File: src/logic/dpsub_map.svh
/*
  Constants for the dot-product subtract unit: instruction field codes,
  APB register offsets, field positions and reset values.
  Assumes inclusion by the unit only, by its bare name.
*/
`ifndef DPSUB_MAP_SVH
`define DPSUB_MAP_SVH

`define MAJOR_GROUP_CODE 6'h00
`define MINOR_GROUP_CODE 6'h3c
`define FN_CROSS_PROD_SAT 8'h9a
`define FN_CROSS_SUM_SAT 8'hca
`define FN_LEFT_BYTE_SUB 8'h92

`define OFS_CTRL 8'h00
`define OFS_FLAGS 8'h04
`define OFS_IRQ_STATUS 8'h08
`define OFS_IRQ_MASK 8'h0c
`define OFS_ACC_BASE 8'h10
`define OFS_ACC_LAST 8'h2c

`define CTRL_ENABLE_BIT 0
`define CTRL_RESET 32'h0000_0001
`define OUFLAG_LSB 16
`define IRQ_SAT_BIT 0
`define IRQ_EXC_BIT 1
`define Q15_MINUS_ONE 16'h8000
`define Q31_MAX 32'h7fffffff
`define SUM_SAT_POS 64'h0000_0000_7fff_ffff
`define SUM_SAT_NEG 64'hffff_ffff_8000_0000

`endif

File: src/logic/dpsub_pkg.sv
/*
  Types shared by the dot-product subtract unit.
  Assumes nothing beyond the map header.
*/
package dpsub_pkg;
  typedef enum logic [1:0] {
    OP_NONE,
    OP_CROSS_PROD_SAT,
    OP_CROSS_SUM_SAT,
    OP_LEFT_BYTE_SUB
  } op_t;
endpackage

File: src/logic/dot_product_subtract_unit.sv
/*
  Dot-product subtract unit: three cross/byte dot-product subtract
  operations on four 64-bit accumulators, overflow flags, APB register
  access and a level interrupt.
  Register map: control (bit 0 enables the ops, set after reset),
  overflow flags in bits 19..16, interrupt status (bit 0 saturation,
  bit 1 refused instruction, write one to clear), interrupt mask of the
  same layout, then each accumulator as bottom word and upper word.
  Unmapped or unaligned addresses answer with PSLVERR and no effect.
  Flags and status: a hardware set beats a same-cycle software write.
  Assumes instruction word and operands arrive from the core on SYS_CLK,
  one operation per valid cycle, with operands already read.
  Assumes the core raises its own trap from EXC_RESERVED and
  EXC_SP_DISABLED one cycle after issue; this unit never traps on data.
  Assumes the APB master holds each request until PREADY, which comes
  after one wait state; PRDATA and PSLVERR stand only with PREADY.
  Accumulator results are visible to the very next instruction, so the
  core may issue back to back without a forwarding path of its own.
  Limitation: an APB write to an accumulator in the cycle an op writes
  it is lost; software should quiesce the core first.
*/
// Decided for this implementation: the register addresses and the APB slave port.
`timescale 1ns/100ps
`include "dpsub_map.svh"

module dot_product_subtract_unit #(
  parameter int ADDR_W = 8,
  parameter int ACC_COUNT = 4
) (
  input wire logic SYS_CLK,
  input wire logic SYS_RST,
  input wire logic INSTR_VALID,
  input wire logic [31:0] INSTR_WORD,
  input wire logic [31:0] LEFT_OPERAND_GPR,
  input wire logic [31:0] RIGHT_OPERAND_GPR,
  output logic OP_DONE,
  output logic EXC_RESERVED,
  output logic EXC_SP_DISABLED,
  output logic [3:0] OVERFLOW_FLAGS,
  input wire logic PSEL,
  input wire logic PENABLE,
  input wire logic PWRITE,
  input wire logic [ADDR_W-1:0] PADDR,
  input wire logic [31:0] PWDATA,
  output logic [31:0] PRDATA,
  output logic PREADY,
  output logic PSLVERR,
  output logic IRQ
);

  function automatic dpsub_pkg::op_t decode_op(input logic [31:0] w);
    dpsub_pkg::op_t op;
    op = dpsub_pkg::OP_NONE;
    if (w[31:26] == `MAJOR_GROUP_CODE && w[5:0] == `MINOR_GROUP_CODE) begin
      if (w[13:6] == `FN_CROSS_PROD_SAT) begin
        op = dpsub_pkg::OP_CROSS_PROD_SAT;
      end else if (w[13:6] == `FN_CROSS_SUM_SAT) begin
        op = dpsub_pkg::OP_CROSS_SUM_SAT;
      end else if (w[13:6] == `FN_LEFT_BYTE_SUB) begin
        op = dpsub_pkg::OP_LEFT_BYTE_SUB;
      end
    end
    return op;
  endfunction

  function automatic logic in_group(input logic [31:0] w);
    return w[31:26] == `MAJOR_GROUP_CODE && w[5:0] == `MINOR_GROUP_CODE;
  endfunction

  // Bit 32 flags saturation; bits 31..0 hold the Q31 product
  function automatic logic [32:0] mul_q15(input logic [15:0] a,
                                          input logic [15:0] b);
    logic signed [31:0] p;
    p = $signed(a) * $signed(b);
    if (a == `Q15_MINUS_ONE && b == `Q15_MINUS_ONE) begin
      return {1'b1, `Q31_MAX};
    end
    return {1'b0, p[30:0], 1'b0};
  endfunction

  // Bit 64 flags a clamp; bits 63..0 hold the Q31-bounded sum
  function automatic logic [64:0] clamp_q31(input logic [63:0] d);
    logic [64:0] r;
    r = {1'b0, d};
    if (!d[63] && d[62:31] != 32'h0000_0000) begin
      r = {1'b1, `SUM_SAT_POS};
    end else if (d[63] && d[62:31] != 32'hffff_ffff) begin
      r = {1'b1, `SUM_SAT_NEG};
    end
    return r;
  endfunction

  logic [31:0] upper_q [ACC_COUNT];
  logic [31:0] bottom_q [ACC_COUNT];
  logic [31:0] ctrl_q;
  logic [3:0] flags_q;
  logic [3:0] flags_d;
  logic [1:0] irq_status_q;
  logic [1:0] irq_status_d;
  logic [1:0] irq_mask_q;
  logic op_done_q;
  logic exc_reserved_q;
  logic exc_disabled_q;
  logic irq_q;
  logic [31:0] prdata_q;
  logic pready_q;
  logic pslverr_q;

  // Execution datapath
  dpsub_pkg::op_t op;
  logic [1:0] sel;
  logic [63:0] acc_cur;
  logic [32:0] prod_b;
  logic [32:0] prod_a;
  logic [63:0] dotp;
  logic [63:0] diff;
  logic [63:0] result;
  logic sat_event;
  logic exec_write;
  logic exc_reserved_d;
  logic exc_disabled_d;
  logic [15:0] byte_b;
  logic [15:0] byte_a;
  logic [3:0] flag_set;
  logic prod_sat;
  logic [63:0] byte_sum;
  logic [64:0] clamped;

  always_comb begin
    op = INSTR_VALID ? decode_op(INSTR_WORD) : dpsub_pkg::OP_NONE;
    sel = INSTR_WORD[15:14];
    acc_cur = {upper_q[sel], bottom_q[sel]};
  end

  // Both multiplier pairs run every cycle; the op picks what it needs
  always_comb begin
    prod_b = mul_q15(LEFT_OPERAND_GPR[31:16], RIGHT_OPERAND_GPR[15:0]);
    prod_a = mul_q15(LEFT_OPERAND_GPR[15:0], RIGHT_OPERAND_GPR[31:16]);
    prod_sat = prod_b[32] | prod_a[32];
    dotp = {{32{prod_b[31]}}, prod_b[31:0]}
         + {{32{prod_a[31]}}, prod_a[31:0]};
  end

  // Byte sum fits in 17 bits, so it never saturates
  always_comb begin
    byte_b = LEFT_OPERAND_GPR[31:24] * RIGHT_OPERAND_GPR[31:24];
    byte_a = LEFT_OPERAND_GPR[23:16] * RIGHT_OPERAND_GPR[23:16];
    byte_sum = {48'h0, byte_b} + {48'h0, byte_a};
  end

  always_comb begin
    diff = acc_cur - dotp;
    clamped = clamp_q31(diff);
  end

  always_comb begin
    result = acc_cur;
    sat_event = 1'b0;
    case (op)
      dpsub_pkg::OP_CROSS_PROD_SAT: begin
        result = diff;
        sat_event = prod_sat;
      end
      dpsub_pkg::OP_CROSS_SUM_SAT: begin
        result = clamped[63:0];
        sat_event = prod_sat | clamped[64];
      end
      dpsub_pkg::OP_LEFT_BYTE_SUB: begin
        result = acc_cur - byte_sum;
        sat_event = 1'b0;
      end
      default: begin
        result = acc_cur;
        sat_event = 1'b0;
      end
    endcase
  end

  // Values never trap; only decode and enable can refuse
  always_comb begin
    exc_disabled_d = op != dpsub_pkg::OP_NONE
                   && !ctrl_q[`CTRL_ENABLE_BIT];
    exc_reserved_d = INSTR_VALID && in_group(INSTR_WORD)
                   && op == dpsub_pkg::OP_NONE;
    exec_write = op != dpsub_pkg::OP_NONE && !exc_disabled_d;
  end

  // One flag bit only, however many saturations in one op
  for (genvar j = 0; j < ACC_COUNT; j++) begin : g_flag
    assign flag_set[j] = exec_write && sat_event && sel == 2'(j);
  end

  // APB decode
  logic apb_setup_access;
  logic apb_commit;
  logic apb_wr;
  logic [31:0] rd_data;
  logic addr_ok;
  logic [ADDR_W-1:0] acc_ofs;
  logic [1:0] acc_idx;
  logic wr_ctrl;
  logic wr_flags;
  logic wr_status;
  logic wr_mask;

  assign apb_setup_access = PSEL && PENABLE && !pready_q;
  assign apb_commit = PSEL && PENABLE && pready_q;
  assign apb_wr = apb_commit && PWRITE && !pslverr_q;

  always_comb begin
    wr_ctrl = apb_wr && PADDR == ADDR_W'(`OFS_CTRL);
    wr_flags = apb_wr && PADDR == ADDR_W'(`OFS_FLAGS);
    wr_status = apb_wr && PADDR == ADDR_W'(`OFS_IRQ_STATUS);
    wr_mask = apb_wr && PADDR == ADDR_W'(`OFS_IRQ_MASK);
  end

  always_comb begin
    rd_data = 32'h0000_0000;
    addr_ok = 1'b1;
    acc_ofs = PADDR - ADDR_W'(`OFS_ACC_BASE);
    acc_idx = acc_ofs[4:3];
    if (PADDR == ADDR_W'(`OFS_CTRL)) begin
      rd_data = ctrl_q;
    end else if (PADDR == ADDR_W'(`OFS_FLAGS)) begin
      rd_data = 32'(flags_q) << `OUFLAG_LSB;
    end else if (PADDR == ADDR_W'(`OFS_IRQ_STATUS)) begin
      rd_data = {30'h0, irq_status_q};
    end else if (PADDR == ADDR_W'(`OFS_IRQ_MASK)) begin
      rd_data = {30'h0, irq_mask_q};
    end else if (PADDR >= ADDR_W'(`OFS_ACC_BASE)
                 && PADDR <= ADDR_W'(`OFS_ACC_LAST)
                 && PADDR[1:0] == 2'b00) begin
      rd_data = acc_ofs[2] ? upper_q[acc_idx] : bottom_q[acc_idx];
    end else begin
      addr_ok = 1'b0;
    end
  end

  // One wait state: answer registered so outputs come from flops
  always_ff @(posedge SYS_CLK) begin
    if (SYS_RST) begin
      pready_q <= 1'b0;
      pslverr_q <= 1'b0;
      prdata_q <= 32'h0000_0000;
    end else if (apb_setup_access) begin
      pready_q <= 1'b1;
      pslverr_q <= !addr_ok;
      prdata_q <= PWRITE ? 32'h0000_0000 : rd_data;
    end else begin
      pready_q <= 1'b0;
      pslverr_q <= 1'b0;
      prdata_q <= 32'h0000_0000;
    end
  end

  always_ff @(posedge SYS_CLK) begin
    if (SYS_RST) begin
      ctrl_q <= `CTRL_RESET;
    end else if (wr_ctrl) begin
      ctrl_q <= {31'h0, PWDATA[`CTRL_ENABLE_BIT]};
    end
  end

  always_ff @(posedge SYS_CLK) begin
    if (SYS_RST) begin
      irq_mask_q <= 2'b00;
    end else if (wr_mask) begin
      irq_mask_q <= PWDATA[1:0];
    end
  end

  // Hardware set wins over a software write in the same cycle
  always_comb begin
    flags_d = flags_q;
    if (wr_flags) begin
      flags_d = PWDATA[`OUFLAG_LSB +: 4];
    end
    flags_d = flags_d | flag_set;
  end

  always_ff @(posedge SYS_CLK) begin
    if (SYS_RST) begin
      flags_q <= 4'h0;
    end else begin
      flags_q <= flags_d;
    end
  end

  // Accumulators: an executing operation beats a colliding APB write
  for (genvar i = 0; i < ACC_COUNT; i++) begin : g_acc
    logic hit_upper;
    logic hit_bottom;
    assign hit_upper = apb_wr
      && PADDR == ADDR_W'(`OFS_ACC_BASE + 8 * i + 4);
    assign hit_bottom = apb_wr
      && PADDR == ADDR_W'(`OFS_ACC_BASE + 8 * i);
    always_ff @(posedge SYS_CLK) begin
      if (SYS_RST) begin
        upper_q[i] <= 32'h0000_0000;
        bottom_q[i] <= 32'h0000_0000;
      end else if (exec_write && sel == 2'(i)) begin
        upper_q[i] <= result[63:32];
        bottom_q[i] <= result[31:0];
      end else begin
        if (hit_upper) begin
          upper_q[i] <= PWDATA;
        end
        if (hit_bottom) begin
          bottom_q[i] <= PWDATA;
        end
      end
    end
  end

  always_ff @(posedge SYS_CLK) begin
    if (SYS_RST) begin
      op_done_q <= 1'b0;
    end else begin
      op_done_q <= exec_write;
    end
  end

  always_ff @(posedge SYS_CLK) begin
    if (SYS_RST) begin
      exc_reserved_q <= 1'b0;
      exc_disabled_q <= 1'b0;
    end else begin
      exc_reserved_q <= exc_reserved_d;
      exc_disabled_q <= exc_disabled_d;
    end
  end

  // Interrupt status: events set, write-one clears, set wins
  always_comb begin
    irq_status_d = irq_status_q;
    if (wr_status) begin
      irq_status_d = irq_status_q & ~PWDATA[1:0];
    end
    if (flag_set != 4'h0) begin
      irq_status_d[`IRQ_SAT_BIT] = 1'b1;
    end
    if (exc_reserved_d || exc_disabled_d) begin
      irq_status_d[`IRQ_EXC_BIT] = 1'b1;
    end
  end

  always_ff @(posedge SYS_CLK) begin
    if (SYS_RST) begin
      irq_status_q <= 2'b00;
    end else begin
      irq_status_q <= irq_status_d;
    end
  end

  always_ff @(posedge SYS_CLK) begin
    if (SYS_RST) begin
      irq_q <= 1'b0;
    end else begin
      irq_q <= |(irq_status_d & irq_mask_q);
    end
  end

  assign OP_DONE = op_done_q;
  assign EXC_RESERVED = exc_reserved_q;
  assign EXC_SP_DISABLED = exc_disabled_q;
  assign OVERFLOW_FLAGS = flags_q;
  assign PRDATA = prdata_q;
  assign PREADY = pready_q;
  assign PSLVERR = pslverr_q;
  assign IRQ = irq_q;

endmodule

File: config.mk
export PLATFORM = sky130hd
export DESIGN_NAME = dot_product_subtract_unit
export DESIGN_NICKNAME = d
export VERILOG_FILES = /design/src/logic/dpsub_pkg.sv /design/src/logic/dot_product_subtract_unit.sv
export VERILOG_INCLUDE_DIRS = /design/src /design/src/logic
export SDC_FILE = /design/constraint.sdc
export NUM_CORES = 2
export LEC_CHECK = 0
export BUFFER_PORTS_ARGS = -buffer_cell sky130_fd_sc_hd__buf_2
export CORE_AREA = 5 5 359 361
export CTS_BUF_LIST = sky130_fd_sc_hd__clkbuf_4 sky130_fd_sc_hd__clkbuf_8
export DETAILED_ROUTE_END_ITERATION = 10
export DIE_AREA = 0 0 364 366
export GPL_TIMING_DRIVEN = 0
export PLACE_DENSITY_LB_ADDON = 0.1
export SLEW_MARGIN = 20
export SYNTH_ARGS = -nofsm -noshare
export SYNTH_HDL_FRONTEND = slang
export SYNTH_SLANG_ARGS = --single-unit
export TNS_END_PERCENT = 50
File: constraint.sdc
create_clock -name SYS_CLK -period 13.4 [get_ports SYS_CLK]
set_input_delay 0.67 -clock SYS_CLK [delete_from_list [all_inputs] [get_ports SYS_CLK]]
set_output_delay 0.67 -clock SYS_CLK [all_outputs]
set_load 0.02 [all_outputs]
==> impl_metrics.py <==
metrics = {
    "synth": {
        "syn_inst": 5383,
        "syn_nets": 6465,
        "synthArstFlopShare": 0,
        "synth_cell_types": 118,
        "netlist_area_um2": 49800,
        "synth_ff_type": "edfxtp_1",
        "syn_avg_cell_area_um2": 9.24,
        "ys_ff_latch": 303,
        "seq_area_frac_synth": 0.173,
        "synth_warnings": 0,
        "synth-edff-count": 256,
    },
    "cells_and_area": {
        "areaGrowthSynthToFinish_pct": 10.4,
        "design_area_um2": 54900,
        "final_layout_size_suffix_gt1_frac": 0.123,
        "layout_commonest_cell": "inv_1",
        "fin_nets": 6683,
        "most-common-layout-cells": "inv_1 (809), fa_1 (629), nand2_1 (611)",
    },
    "clock_network": {
        "tritoncts": "yes",
        "insertion_delay_ns": 0.67,
        "root_buffer": "clkbuf_8",
        "clock_path_buffers": 3,
        "cts_buffers": 54,
        "htree_levels": 2,
        "clk_pin_slew_worst_paths_ns": 0.06,
        "clock_sinks": 303,
    },
    "sta": {
        "drv_slew": 0,
        "holdWs_ns": 0.331,
        "final.min_clock_period_ns": 13.00,
        "worst_slew_pin_slew_ns": 1.22,
        "max_freq_mhz": 76.9,
        "finalSetupViolations": 0,
        "finalClockSkew_ns": 0.0397,
        "maxSlewHeadroom": 0.185,
        "fin_crit_sh": 0.970,
        "fin_tns_setup_ns": 0,
        "hold_violations": 0,
    },
    "setup_path": {
        "required_ns": 13.83,
        "criticalPathCategory": "primary input to register",
        "cp_slowest_stage_delay_ns": 0.66,
        "startpoint_type": "primary input",
        "cp_common_cell": "fa_1",
        "cp_max_fo": 21,
        "critPathCaptureType": "register",
        "cp.arrival_ns": 13.43,
        "worst_path_max_delay_cell": "or4_1",
    },
    "floorplan": {
        "start_util": 0.398,
        "coreArea_um2": 125000,
        "ioPinCount": 184,
        "die_area_um2": 133000,
        "rows": 130,
        "die_height_um": 366,
        "die_w_um": 364,
    },
    "placed_design": {
        "gp_congestion": 0.964,
        "post-dp-hpwl_um": 158000,
        "io_buffers": 135,
        "dpl_cell_area_um2": 52900,
    },
    "detailed_routing": {
        "drtIter0Drc": 4085,
        "vias": 41900,
        "drt.antenna.violating_nets": 0,
        "drc_errors": 0,
        "routedWlPerCell_um": 26.7,
        "wirelength_um": 195000,
        "viasPerCell": 5.74,
        "drtPass1Iterations": 6,
    },
    "global_route": {
        "antenna_found_initial": 4,
        "grtUsageTotal": 0.290,
        "first_global_vias": 42400,
        "grt_overflow": 0,
        "grt_start_max_net_pins": 33,
        "grt_first_pass_wirelength_um": 288000,
    },
    "outcome": {
        "run_status": "finished, final reports clean",
    },
    "flow_run": {
        "maxCapViolCount": 0,
    },
    "hold_path": {
        "hold_class": "primary input to register",
    },
}
==> synth_stat cells (127+ instances only) <==
master	n	area, um^2
a21oi_1	201	1010
and2_1	362	2260
mux4_2	127	2860
nand2_1	614	2300
inv_1	809	3040
xnor2_1	141	1230
nor2_1	222	833
a22o_1	143	1250
o21ai_0	246	1230
fa_1	630	12600
ha_1	310	3880
edfxtp_1	256	7690
clkbuf_1	210	788
==> sequential cells by signal, summed over array words and instances (netlist names) <==
register and cells:
OP_DONE 1, PRDATA 32, upper_q 128, PREADY 1
ctrl_q 1, EXC_SP_DISABLED 1, PSLVERR 1, irq_status_q 2
bottom_q 128, OVERFLOW_FLAGS 4, EXC_RESERVED 1, irq_mask_q 2
IRQ 1
==> critical path: cells and delay by family <==
| family | cells | cell delay, ns |
|---|---|---|
| and+or+nand+nor | 14 | 2.94 |
| xor gates and xnor gates | 1 | 0.20 |
| buffers and inverters | 15 | 2.54 |
| adders and majority gates | 9 | 3.89 |
| muxes | 1 | 0.20 |
| AOI/OAI and AO/OA | 12 | 2.90 |
==> repair_timing <==
item,in CTS,in global routing
setup buffers,8,8
gates resized for setup,120,201
gates cloned,0,0
hold endpoints to repair,0,0
hold buffers,0,0
setup endpoints to repair,262,262
pin swaps,8,18
==> path summary, 6_finish.rpt <==
| path | start | end | slack, ns | cells past startpoint |
|---|---|---|---|---|
| hold / removal | PWRITE | PRDATA[0] | 0.33 | 3 |
| hold reg to reg | ctrl_q[0] | PRDATA[0] | 0.50 | 2 |
| setup / recovery | LEFT_OPERAND_GPR[27] | bottom_q[2][5] | 0.40 | 52 |
| setup reg to reg | bottom_q[3][4] | upper_q[3][30] | 5.34 | 28 |
==> cell type report <==
type / instances / area [um^2]
Buffer: 321 / 1690
Multi-Input combinational cell: 3942 / 37300
Sequential cell: 303 / 8630
Clock buffer: 75 / 957
Antenna cell: 5 / 12.5
Timing Repair Buffer: 163 / 1080
Clock inverter: 25 / 164
Fill cell: 12500 / 70100
Tap cell: 1650 / 2060
Inverter: 816 / 3060
==> cells by family (layout without fill, tap and decap cells) <==
kind of cell	Yosys count	in the layout	share of synthesized area
and+or+nand+nor	1595	1595	0.158
buffers and inverters	1138	1400	0.0905
AOI/OAI and AO/OA	1000	1000	0.137
adders and majority gates	946	946	0.333
DFF	303	303	0.173
xor gates and xnor gates	204	204	0.0359
muxes	197	197	0.0720
other	0	5	0
==> per-layer routing <==
| layer | vias up | part of all wire | GRT usage |
|---|---|---|---|
| li1 | 18500 | - | - |
| met1 | 21100 | 0.41 | 0.390 |
| met2 | 1853 | 0.47 | 0.473 |
| met3 | 366 | 0.071 | 0.0431 |
| met4 | 2 | 0.049 | 0.112 |
| met5 | - | 0.000046 | 0 |
==> metrics by stage <==
stage,worst slack [ns],util,std cells
2_1_floorplan,1.26,-,5383
3_3_place_gp,-2.73,0.420,7168
3_5_place_dp,-2.80,0.423,7179
4_1_cts,0.00242,0.435,7286
5_1_grt,-0.0133,0.439,7296
6_report,0.398,0.439,7300
Power is left out: the tool's default activity adds up to more than one toggle a clock period on the data nets, which glitch-free logic cannot reach.
